`config.mk`:
```
export PLATFORM = sky130hd
export DESIGN_NAME = dmp_exec
export DESIGN_NICKNAME = d
export VERILOG_FILES = /design/src/rtl/dmp_exec.v
export VERILOG_INCLUDE_DIRS = /design/src /design/src/inc
export SDC_FILE = /design/constraint.sdc
export NUM_CORES = 2
export LEC_CHECK = 0
export BUFFER_PORTS_ARGS = -buffer_cell sky130_fd_sc_hd__clkbuf_2
export CORE_MARGIN = 3
export CORE_UTILIZATION = 35
export DETAILED_ROUTE_END_ITERATION = 8
export PLACE_DENSITY_LB_ADDON = 0.12
export SLEW_MARGIN = 0
export SYNTH_ARGS = -nofsm -noshare
export SYNTH_HDL_FRONTEND = slang
export SYNTH_SLANG_ARGS = --single-unit
```
`constraint.sdc`:
```
create_clock -name I_CLK -period 13.51 [get_ports I_CLK]
set_input_delay 0.6755 -clock I_CLK [delete_from_list [all_inputs] [get_ports I_CLK]]
set_output_delay 0.6755 -clock I_CLK [all_outputs]
set_load 0.005 [all_outputs]
```
`src/inc/dmp_regs.vh`:
```
// Constants for the dual-MAC, word-move and protect execution unit
`ifndef DMP_REGS_VH
`define DMP_REGS_VH

// Register offsets on the plain register port
`define DMP_OFS_SUM 3'h0
`define DMP_OFS_PRD 3'h1
`define DMP_OFS_MCAND 3'h2
`define DMP_OFS_PTR7 3'h3
`define DMP_OFS_STAT 3'h4
`define DMP_OFS_REP 3'h5

// Status word one field positions
`define DMP_ST_SAT 0
`define DMP_ST_SHL 1
`define DMP_ST_SHH 3
`define DMP_ST_Z 4
`define DMP_ST_N 5
`define DMP_ST_C 6
`define DMP_ST_V 7
`define DMP_ST_TLYL 8
`define DMP_ST_TLYH 13
`define DMP_ST_IMASK 14
`define DMP_ST_PROT 15

// Reset values
`define DMP_RST_W32 32'h00000000
`define DMP_RST_SHSEL 3'h0
`define DMP_RST_TALLY 6'h00
`define DMP_RST_IMASK 1'b1

// Opcodes
`define DMP_OP_IDIS 16'h3B10
`define DMP_OP_MAC0 16'h564B
`define DMP_OP_MAC_PLAIN 8'hC7
`define DMP_OP_MAC_PINC 8'h87
`define DMP_OP_MOV 8'hA5
`define DMP_OP_PROT 16'h7622

// Cycle counts and pointer step
`define DMP_CYC_IDIS 3'h2
`define DMP_CYC_PROT 3'h4
`define DMP_PTR_STEP 22'h000002

`endif

```
`src/rtl/dmp_exec.v`:
```
// Execution unit for irq-disable, dual MAC, word move and protect ops
`timescale 1ns/1ns
`default_nettype none
`include "dmp_regs.vh"

module dmp_exec
(
  input wire I_CLK,
  input wire I_RST,
  // Decoded instruction
  input wire I_OP_VALID,
  input wire [15:0] I_OP_WORD0,
  input wire [15:0] I_OP_WORD1,
  input wire I_REP_VALID,
  input wire [15:0] I_REP_N,
  input wire [21:0] I_OPND_ADDR,
  input wire [21:0] I_OPND_STEP,
  input wire I_OPND_IS_REG,
  input wire [31:0] I_OPND_REG_DATA,
  input wire I_OPND_PTR7,
  // Data memory
  output wire [21:0] O_DMEM_ADDR,
  output wire O_DMEM_RD,
  input wire [31:0] I_DMEM_RDATA,
  output wire [21:0] O_DMEM_WADDR,
  output wire O_DMEM_WR,
  output wire [15:0] O_DMEM_WDATA,
  // Program memory
  output wire [21:0] O_PMEM_ADDR,
  output wire O_PMEM_RD,
  input wire [31:0] I_PMEM_RDATA,
  // Interrupt entry and return
  input wire I_INT_ENTRY,
  input wire I_IRQ_RET,
  input wire [15:0] I_RET_STAT,
  input wire I_DBG_OVR,
  input wire I_DBG_PROT,
  output wire [15:0] O_STAT_SAVE,
  output wire O_IRQ_MASK,
  output wire O_PROT_WR_OK,
  output wire O_PROT_RD_OK,
  output wire O_ILLEGAL_TRAP,
  output wire O_BUSY,
  // Register port
  input wire [2:0] I_ADDR,
  input wire [31:0] I_WDATA,
  input wire I_WR,
  input wire I_RD,
  output wire [31:0] O_RDATA
);

  localparam [3:0] S_IDLE = 4'h1;
  localparam [3:0] S_WAIT = 4'h2;
  localparam [3:0] S_MAC = 4'h4;
  localparam [3:0] S_MOV = 4'h8;

  // Scale a product by the shift-select field
  function [31:0] prod_shift;
    input [31:0] p;
    input [2:0] sel;
    reg [2:0] amt;
    begin
      amt = sel - 3'h1;
      case (sel)
        3'h0: prod_shift = {p[30:0], 1'b0};
        3'h1: prod_shift = p;
        default: prod_shift = $signed(p) >>> amt;
      endcase
    end
  endfunction

  reg [3:0] state_q;
  reg [2:0] wait_q;
  reg [15:0] rep_q;
  reg [31:0] sum_q;
  reg [31:0] prd_q;
  reg [31:0] mcand_q;
  reg [31:0] ptr7_q;
  reg sat_q;
  reg [2:0] shsel_q;
  reg z_q;
  reg n_q;
  reg c_q;
  reg v_q;
  reg [5:0] tally_q;
  reg imask_q;
  reg prot_q;
  reg [21:0] daddr_q;
  reg [21:0] dstep_q;
  reg pinc_q;
  reg ptr7_by_opnd_q;
  reg opnd_reg_q;
  reg [31:0] opnd_val_q;
  reg mac2_q;
  reg mov2_q;
  reg [21:0] rdaddr_q;
  reg wr_q;
  reg [21:0] waddr_q;
  reg [15:0] wdata_q;
  reg trap_q;
  reg [31:0] rdata_q;
  reg dbg_ovr_s1_q;
  reg dbg_ovr_q;
  reg dbg_prot_s1_q;
  reg dbg_prot_q;

  wire idle = (state_q == S_IDLE);
  wire accept = I_OP_VALID && idle && !mac2_q && !mov2_q && !wr_q;
  wire is_idis = (I_OP_WORD0 == `DMP_OP_IDIS);
  wire is_prot = (I_OP_WORD0 == `DMP_OP_PROT);
  wire is_mac = (I_OP_WORD0 == `DMP_OP_MAC0) &&
    ((I_OP_WORD1[15:8] == `DMP_OP_MAC_PLAIN) ||
    (I_OP_WORD1[15:8] == `DMP_OP_MAC_PINC));
  wire is_mov = (I_OP_WORD0[15:8] == `DMP_OP_MOV);
  wire [15:0] rep_n = I_REP_VALID ? I_REP_N : 16'h0000;
  wire reg_wr = I_WR;

  // Status word one as seen by software and the interrupt save path
  wire [15:0] stat = {prot_q, imask_q, tally_q, v_q, c_q, n_q, z_q,
    shsel_q, sat_q};

  // Second MAC stage: both products from the data operand, fetched or register, and the program word
  wire [31:0] mcand_in = opnd_reg_q ? opnd_val_q : I_DMEM_RDATA;
  wire [31:0] t_op = I_PMEM_RDATA;
  wire signed [31:0] p_hi = $signed(mcand_in[31:16]) * $signed(t_op[31:16]);
  wire signed [31:0] p_lo = $signed(mcand_in[15:0]) * $signed(t_op[15:0]);
  wire [31:0] sh_hi = prod_shift(p_hi, shsel_q);
  wire [31:0] sh_lo = prod_shift(p_lo, shsel_q);
  wire [32:0] add_hi = {1'b0, sum_q} + {1'b0, sh_hi};
  wire [31:0] add_lo = prd_q + sh_lo;
  wire pos_ov = !sum_q[31] && !sh_hi[31] && add_hi[31];
  wire neg_ov = sum_q[31] && sh_hi[31] && !add_hi[31];
  reg [31:0] sum_new;

  // Saturation touches the sum only, never the product register
  always @*
  begin
    sum_new = add_hi[31:0];
    if (sat_q && pos_ov)
      sum_new = 32'h7FFFFFFF;
    else if (sat_q && neg_ov)
      sum_new = 32'h80000000;
  end

  // Debug override arrives from the test-port logic, so synchronise it
  always @(posedge I_CLK or posedge I_RST)
  begin
    if (I_RST)
    begin
      dbg_ovr_s1_q <= 1'b0;
      dbg_ovr_q <= 1'b0;
      dbg_prot_s1_q <= 1'b0;
      dbg_prot_q <= 1'b0;
    end
    else
    begin
      dbg_ovr_s1_q <= I_DBG_OVR;
      dbg_ovr_q <= dbg_ovr_s1_q;
      dbg_prot_s1_q <= I_DBG_PROT;
      dbg_prot_q <= dbg_prot_s1_q;
    end
  end

  // Sequencer: issue stage of MAC and move, and the fixed-length ops
  always @(posedge I_CLK or posedge I_RST)
  begin
    if (I_RST)
    begin
      state_q <= S_IDLE;
      wait_q <= 3'h0;
      rep_q <= 16'h0000;
      daddr_q <= 22'h000000;
      dstep_q <= 22'h000000;
      pinc_q <= 1'b0;
      ptr7_by_opnd_q <= 1'b0;
      opnd_reg_q <= 1'b0;
      opnd_val_q <= `DMP_RST_W32;
      mac2_q <= 1'b0;
      mov2_q <= 1'b0;
      rdaddr_q <= 22'h000000;
      trap_q <= 1'b0;
    end
    else
    begin
      trap_q <= 1'b0;
      mac2_q <= 1'b0;
      mov2_q <= 1'b0;
      case (state_q)
        S_IDLE:
        begin
          if (accept)
          begin
            daddr_q <= I_OPND_ADDR;
            dstep_q <= I_OPND_STEP;
            opnd_reg_q <= I_OPND_IS_REG;
            opnd_val_q <= I_OPND_REG_DATA;
            ptr7_by_opnd_q <= I_OPND_PTR7;
            pinc_q <= (I_OP_WORD1[15:8] == `DMP_OP_MAC_PINC);
            if (is_mac)
            begin
              rep_q <= rep_n;
              state_q <= S_MAC;
            end
            else if (is_mov && I_OPND_IS_REG)
            begin
              trap_q <= 1'b1;
              rep_q <= 16'h0000;
            end
            else if (is_mov)
            begin
              rep_q <= rep_n;
              state_q <= S_MOV;
            end
            else if (is_idis || is_prot)
            begin
              rep_q <= 16'h0000;
              wait_q <= is_idis ? `DMP_CYC_IDIS - 3'h1
                : `DMP_CYC_PROT - 3'h1;
              state_q <= S_WAIT;
            end
            else
              rep_q <= 16'h0000;
          end
        end
        S_WAIT:
        begin
          wait_q <= wait_q - 3'h1;
          if (wait_q == 3'h0)
            state_q <= S_IDLE;
        end
        S_MAC, S_MOV:
        begin
          // One read per cycle; the result stage trails by one cycle
          mac2_q <= (state_q == S_MAC);
          mov2_q <= (state_q == S_MOV);
          rdaddr_q <= daddr_q;
          daddr_q <= daddr_q + dstep_q;
          if (rep_q == 16'h0000)
            state_q <= S_IDLE;
          else
            rep_q <= rep_q - 16'h0001;
        end
        default:
          state_q <= S_IDLE;
      endcase
    end
  end

  // Word move write-back: registered so the write port holds flop data
  always @(posedge I_CLK or posedge I_RST)
  begin
    if (I_RST)
    begin
      wr_q <= 1'b0;
      waddr_q <= 22'h000000;
      wdata_q <= 16'h0000;
    end
    else
    begin
      wr_q <= mov2_q;
      if (mov2_q)
      begin
        waddr_q <= rdaddr_q + 22'h000001;
        wdata_q <= I_DMEM_RDATA[15:0];
      end
    end
  end

  // Datapath registers; core events win over a software write
  always @(posedge I_CLK or posedge I_RST)
  begin
    if (I_RST)
    begin
      sum_q <= `DMP_RST_W32;
      prd_q <= `DMP_RST_W32;
      mcand_q <= `DMP_RST_W32;
      ptr7_q <= `DMP_RST_W32;
    end
    else
    begin
      if (reg_wr && I_ADDR == `DMP_OFS_SUM)
        sum_q <= I_WDATA;
      if (reg_wr && I_ADDR == `DMP_OFS_PRD)
        prd_q <= I_WDATA;
      if (reg_wr && I_ADDR == `DMP_OFS_MCAND)
        mcand_q <= I_WDATA;
      if (reg_wr && I_ADDR == `DMP_OFS_PTR7)
        ptr7_q <= I_WDATA;
      if (state_q == S_MAC)
      begin
        if (ptr7_by_opnd_q)
          ptr7_q <= ptr7_q + {10'h000, dstep_q};
        else if (pinc_q)
          ptr7_q <= ptr7_q + {10'h000, `DMP_PTR_STEP};
      end
      if (mac2_q)
      begin
        mcand_q <= mcand_in;
        sum_q <= sum_new;
        prd_q <= add_lo;
      end
    end
  end

  // Status word one: flags, tally, modes, mask and protect bit
  always @(posedge I_CLK or posedge I_RST)
  begin
    if (I_RST)
    begin
      sat_q <= 1'b0;
      shsel_q <= `DMP_RST_SHSEL;
      z_q <= 1'b0;
      n_q <= 1'b0;
      c_q <= 1'b0;
      v_q <= 1'b0;
      tally_q <= `DMP_RST_TALLY;
      imask_q <= `DMP_RST_IMASK;
      prot_q <= 1'b0;
    end
    else
    begin
      if (reg_wr && I_ADDR == `DMP_OFS_STAT)
      begin
        sat_q <= I_WDATA[`DMP_ST_SAT];
        shsel_q <= I_WDATA[`DMP_ST_SHH:`DMP_ST_SHL];
        z_q <= I_WDATA[`DMP_ST_Z];
        n_q <= I_WDATA[`DMP_ST_N];
        c_q <= I_WDATA[`DMP_ST_C];
        v_q <= I_WDATA[`DMP_ST_V];
        tally_q <= I_WDATA[`DMP_ST_TLYH:`DMP_ST_TLYL];
        imask_q <= I_WDATA[`DMP_ST_IMASK];
        prot_q <= I_WDATA[`DMP_ST_PROT];
      end
      // Flags come from the sum half only
      if (mac2_q)
      begin
        z_q <= (sum_new == 32'h00000000);
        n_q <= sum_new[31];
        c_q <= add_hi[32];
        if (pos_ov || neg_ov)
          v_q <= 1'b1;
        if (!sat_q && pos_ov)
          tally_q <= tally_q + 6'h01;
        else if (!sat_q && neg_ov)
          tally_q <= tally_q - 6'h01;
      end
      if (accept && is_idis)
        imask_q <= 1'b1;
      if (I_IRQ_RET)
        prot_q <= I_RET_STAT[`DMP_ST_PROT];
      if (accept && is_prot)
        prot_q <= 1'b1;
      // Entry clears last: the saved copy holds the prior value
      if (I_INT_ENTRY)
        prot_q <= 1'b0;
    end
  end

  // Register read data, one cycle after the strobe; gaps read as zero
  always @(posedge I_CLK or posedge I_RST)
  begin
    if (I_RST)
      rdata_q <= `DMP_RST_W32;
    else if (I_RD)
    begin
      case (I_ADDR)
        `DMP_OFS_SUM: rdata_q <= sum_q;
        `DMP_OFS_PRD: rdata_q <= prd_q;
        `DMP_OFS_MCAND: rdata_q <= mcand_q;
        `DMP_OFS_PTR7: rdata_q <= ptr7_q;
        `DMP_OFS_STAT: rdata_q <= {16'h0000, stat};
        `DMP_OFS_REP: rdata_q <= {16'h0000, rep_q};
        default: rdata_q <= `DMP_RST_W32;
      endcase
    end
    else
      rdata_q <= `DMP_RST_W32;
  end

  // Program fetch spans 22 bits of pointer seven
  assign O_PMEM_ADDR = ptr7_q[21:0];
  assign O_PMEM_RD = (state_q == S_MAC) && !opnd_reg_q;
  assign O_DMEM_ADDR = daddr_q;
  assign O_DMEM_RD = ((state_q == S_MAC) && !opnd_reg_q) ||
    (state_q == S_MOV);
  assign O_DMEM_WADDR = waddr_q;
  assign O_DMEM_WR = wr_q;
  assign O_DMEM_WDATA = wdata_q;
  assign O_STAT_SAVE = stat;
  assign O_IRQ_MASK = imask_q;
  // Debug host override of the write gate; reads are never gated
  assign O_PROT_WR_OK = dbg_ovr_q ? dbg_prot_q : prot_q;
  assign O_PROT_RD_OK = 1'b1;
  assign O_ILLEGAL_TRAP = trap_q;
  assign O_BUSY = !idle || mac2_q || mov2_q || wr_q;
  assign O_RDATA = rdata_q;

endmodule

`default_nettype wire

```
==> metrics.txt <==
worst r2r src=opnd_reg_q$_DFFE_PP0P_; Starting Density=0.354; Vias per Instance=about 5.4; fraction of layout cells with a size suffix above 1=0.115; HP Class=input pin to asynchronous set/reset pin; EDFF count, synth=0; Slew @ Worst Pin=1210 ps; Post-Syn Area=0.0454 mm2; max-slew violation count=0; fin cells=7,155; sequential share of the synthesized area=0.191; Hold-fix buffers, CTS=0; RePlAce Congestion=0.898; Max Freq=approximately 86 MHz; critical path's largest stage delay=between 700 and 800 ps; Crit. End Element=flop; Post-CTS Resized=0; Total Routing Usage GR=0.228; latest clock arrival within the worst-skew pair=590 ps; RSZ-0062 raised after global routing=false; Top cell by count, worst path=fa_1; first-pass GRT wire length=~240 mm; Die Ht=366 um; H-Tree Depth=2; Synth Register Bits=346; Post-CTS Setup Repair Bufs=0; status=finished clean; Iteration-0 DRC Markers=2,850; vias in the first global route=38,815; fill count=13,308; Final Skew=21.7 ps; critical path type=flop to flop; final critical-path required period=11,610 ps; Yosys top cell area share=0.233; Synth area leader=fa_1; clk buf depth=3; die width=366 um; CTS tree=built; GRT overflow=0; Nets=6,453; io pins=389; initial antenna violation count=7; Critical Path Start=opnd_reg_q$_DFFE_PP0P_; TNS Setup=0 ps; Clock transition at path regs=60 ps; CTS sink cnt=346; crit path max-delay cell type=fa_1; Mean Syn Cell Area=between 8 and 9 um2; post-detail-place hpwl=around 120 mm; placed cells=7,080; Final setup viols=0; DR vias=38,302; top_reg_cell synth=dfrtp_1; Pre-Repair DR Iteration Count=7; dpl ws=2040 ps; post-route ant nets=0; R2R Path End=z_q$_DFFE_PP0P_; final number of hold-violating endpoints=0; post-synthesis net count=around 6,300; CP Max Fanout=18; routed length per instance=~22 um; # DRC=0; Final Cycle Share=0.859; Area contributors post-synth=fa_1, dfrtp_1, ha_1; root buffer cell=clkbuf_16; Post-synth ARST share=1.00; area delta synth->final=9.52%; max_slew headroom=0.183; startpoint types=flop; Post-Syn Instances=5,240; Total Wirelength=154 mm; final worst slack=about 1900 ps; Num CTS Buffers=39; critical path capture point=z_q$_DFFE_PP0P_; flop2flop setup slack=around 1900 ps; Yosys warnings=0; count of input and output buffers=364; arrival time at the worst endpoint=roughly 12,000 ps; max-cap viol count=0; area of the die=~0.13 mm2; R2R depth=34; row count=131; largest net degree at the start of global routing=90; worst endpoint required time=13,980 ps; Distinct cells, synth=approximately 100; core area=roughly 0.13 mm2
## routing by layer
layer  wire length [um]  up-vias  track usage  part of all wire
met2              75400     1006        0.390              0.49
met5                 13        -            0          0.000084
met1              68900    19409        0.314              0.45
li1                   -    17758            -                 -
met3               7240      127       0.0202             0.047
met4               2740        2       0.0448             0.018
## kinds of logic (layout without fill, tap and decap cells)
group                    after synthesis  after routing  synth area share
flip-flops                           346            346             0.191
AND/OR/NAND/NOR                     1616           1616             0.164
AO/OA/AOI/OAI                       1102           1102             0.159
XOR/XNOR                             198            198            0.0385
buffers and inverters                922           1105            0.0802
multiplexers                         245            245            0.0568
other                                  1              4         0.0000827
adder cells (fa/ha/maj)              810            810             0.311
## cells in the final DEF (no fill, tap or decap), types with 240 or more instances in the layout
cell and n:
nand2_1 775, inv_1 626, fa_1 528, clkbuf_2 364
dfrtp_1 340, ha_1 282, a21oi_1 261, nor2_1 260
o21ai_0 254, and2_1 240
## cells in the mapped netlist, types with 24 or more instances
cell and n:
dfrtp_1 344, buf_1 24, xor2_1 71, a21o_1 63, buf_4 30, a31oi_1 32
o211ai_1 24, ha_1 282, a221oi_1 52, o21ai_0 255, nor2b_1 25, nor2_1 264
and3_1 31, a21oi_1 261, or2_2 27, mux2i_1 171, a22o_1 24, nand3_1 78
a211oi_1 54, o22ai_1 31, fa_1 528, mux2_2 71, clkbuf_1 223, xnor2_1 126
a22oi_1 90, o21a_1 32, inv_1 628, and2_1 244, nand2_1 776, nor3_1 55
## sequential cells by signal, summed over array words and instances (netlist names), 4 cells and up
| register | flops |
|---|---|
| mcand_q | 32 |
| O_DMEM_WDATA | 16 |
| rdaddr_q | 22 |
| sum_q | 32 |
| opnd_val_q | 32 |
| dstep_q | 22 |
| O_DMEM_WADDR | 22 |
| ptr7_q | 32 |
| state_q | 4 |
| prd_q | 32 |
| rep_q | 16 |
| O_RDATA | 32 |
| O_DMEM_ADDR | 22 |
| tally_q | 6 |
## worst min path at each step
stage	endpoint	slack, ps
2_1_floorplan	dbg_ovr_q$_DFF_PP0_	330
3_3_place_gp	dbg_prot_q$_DFF_PP0_	340
3_5_place_dp	dbg_ovr_q$_DFF_PP0_	340
4_1_cts	dbg_prot_s1_q$_DFF_PP0_	170
5_1_grt	dbg_prot_s1_q$_DFF_PP0_	170
6_report	O_DMEM_WDATA[4]$_DFFE_PP0P_	170
## worst max-delay path: cells and delay by family, from the launching register on
family | cells | cell delay (ps)
AO/OA/AOI/OAI | 10 | 2490
adder cells (fa/ha/maj) | 8 | 4090
buffers and inverters | 4 | 560
flip-flops | 1 | 720
multiplexers | 1 | 610
AND/OR/NAND/NOR | 11 | 2960
## layout make-up
type	count	area, um2	area share
Multi-Input combinational cell	3972	33100	0.667
Sequential cell	346	8670	0.174
Inverter	630	2370	0.0477
Tap cell	1729	2160	0.0435
Timing Repair Buffer	403	2110	0.0426
Clock buffer	49	1070	0.0216
Clock inverter	23	168	0.00337
Antenna cell	3	7.51	0.000151
## metrics by stage
stage,area [um2],hold WS [ps],util
2_1_floorplan,45400,331,-
3_3_place_gp,48400,337,0.378
3_5_place_dp,48400,336,0.378
4_1_cts,49700,174,0.388
5_1_grt,49700,175,0.388
6_report,49700,173,0.388
Power is left out: the tool's default activity adds up to more than one toggle a clock period on the data nets, which glitch-free logic cannot reach.
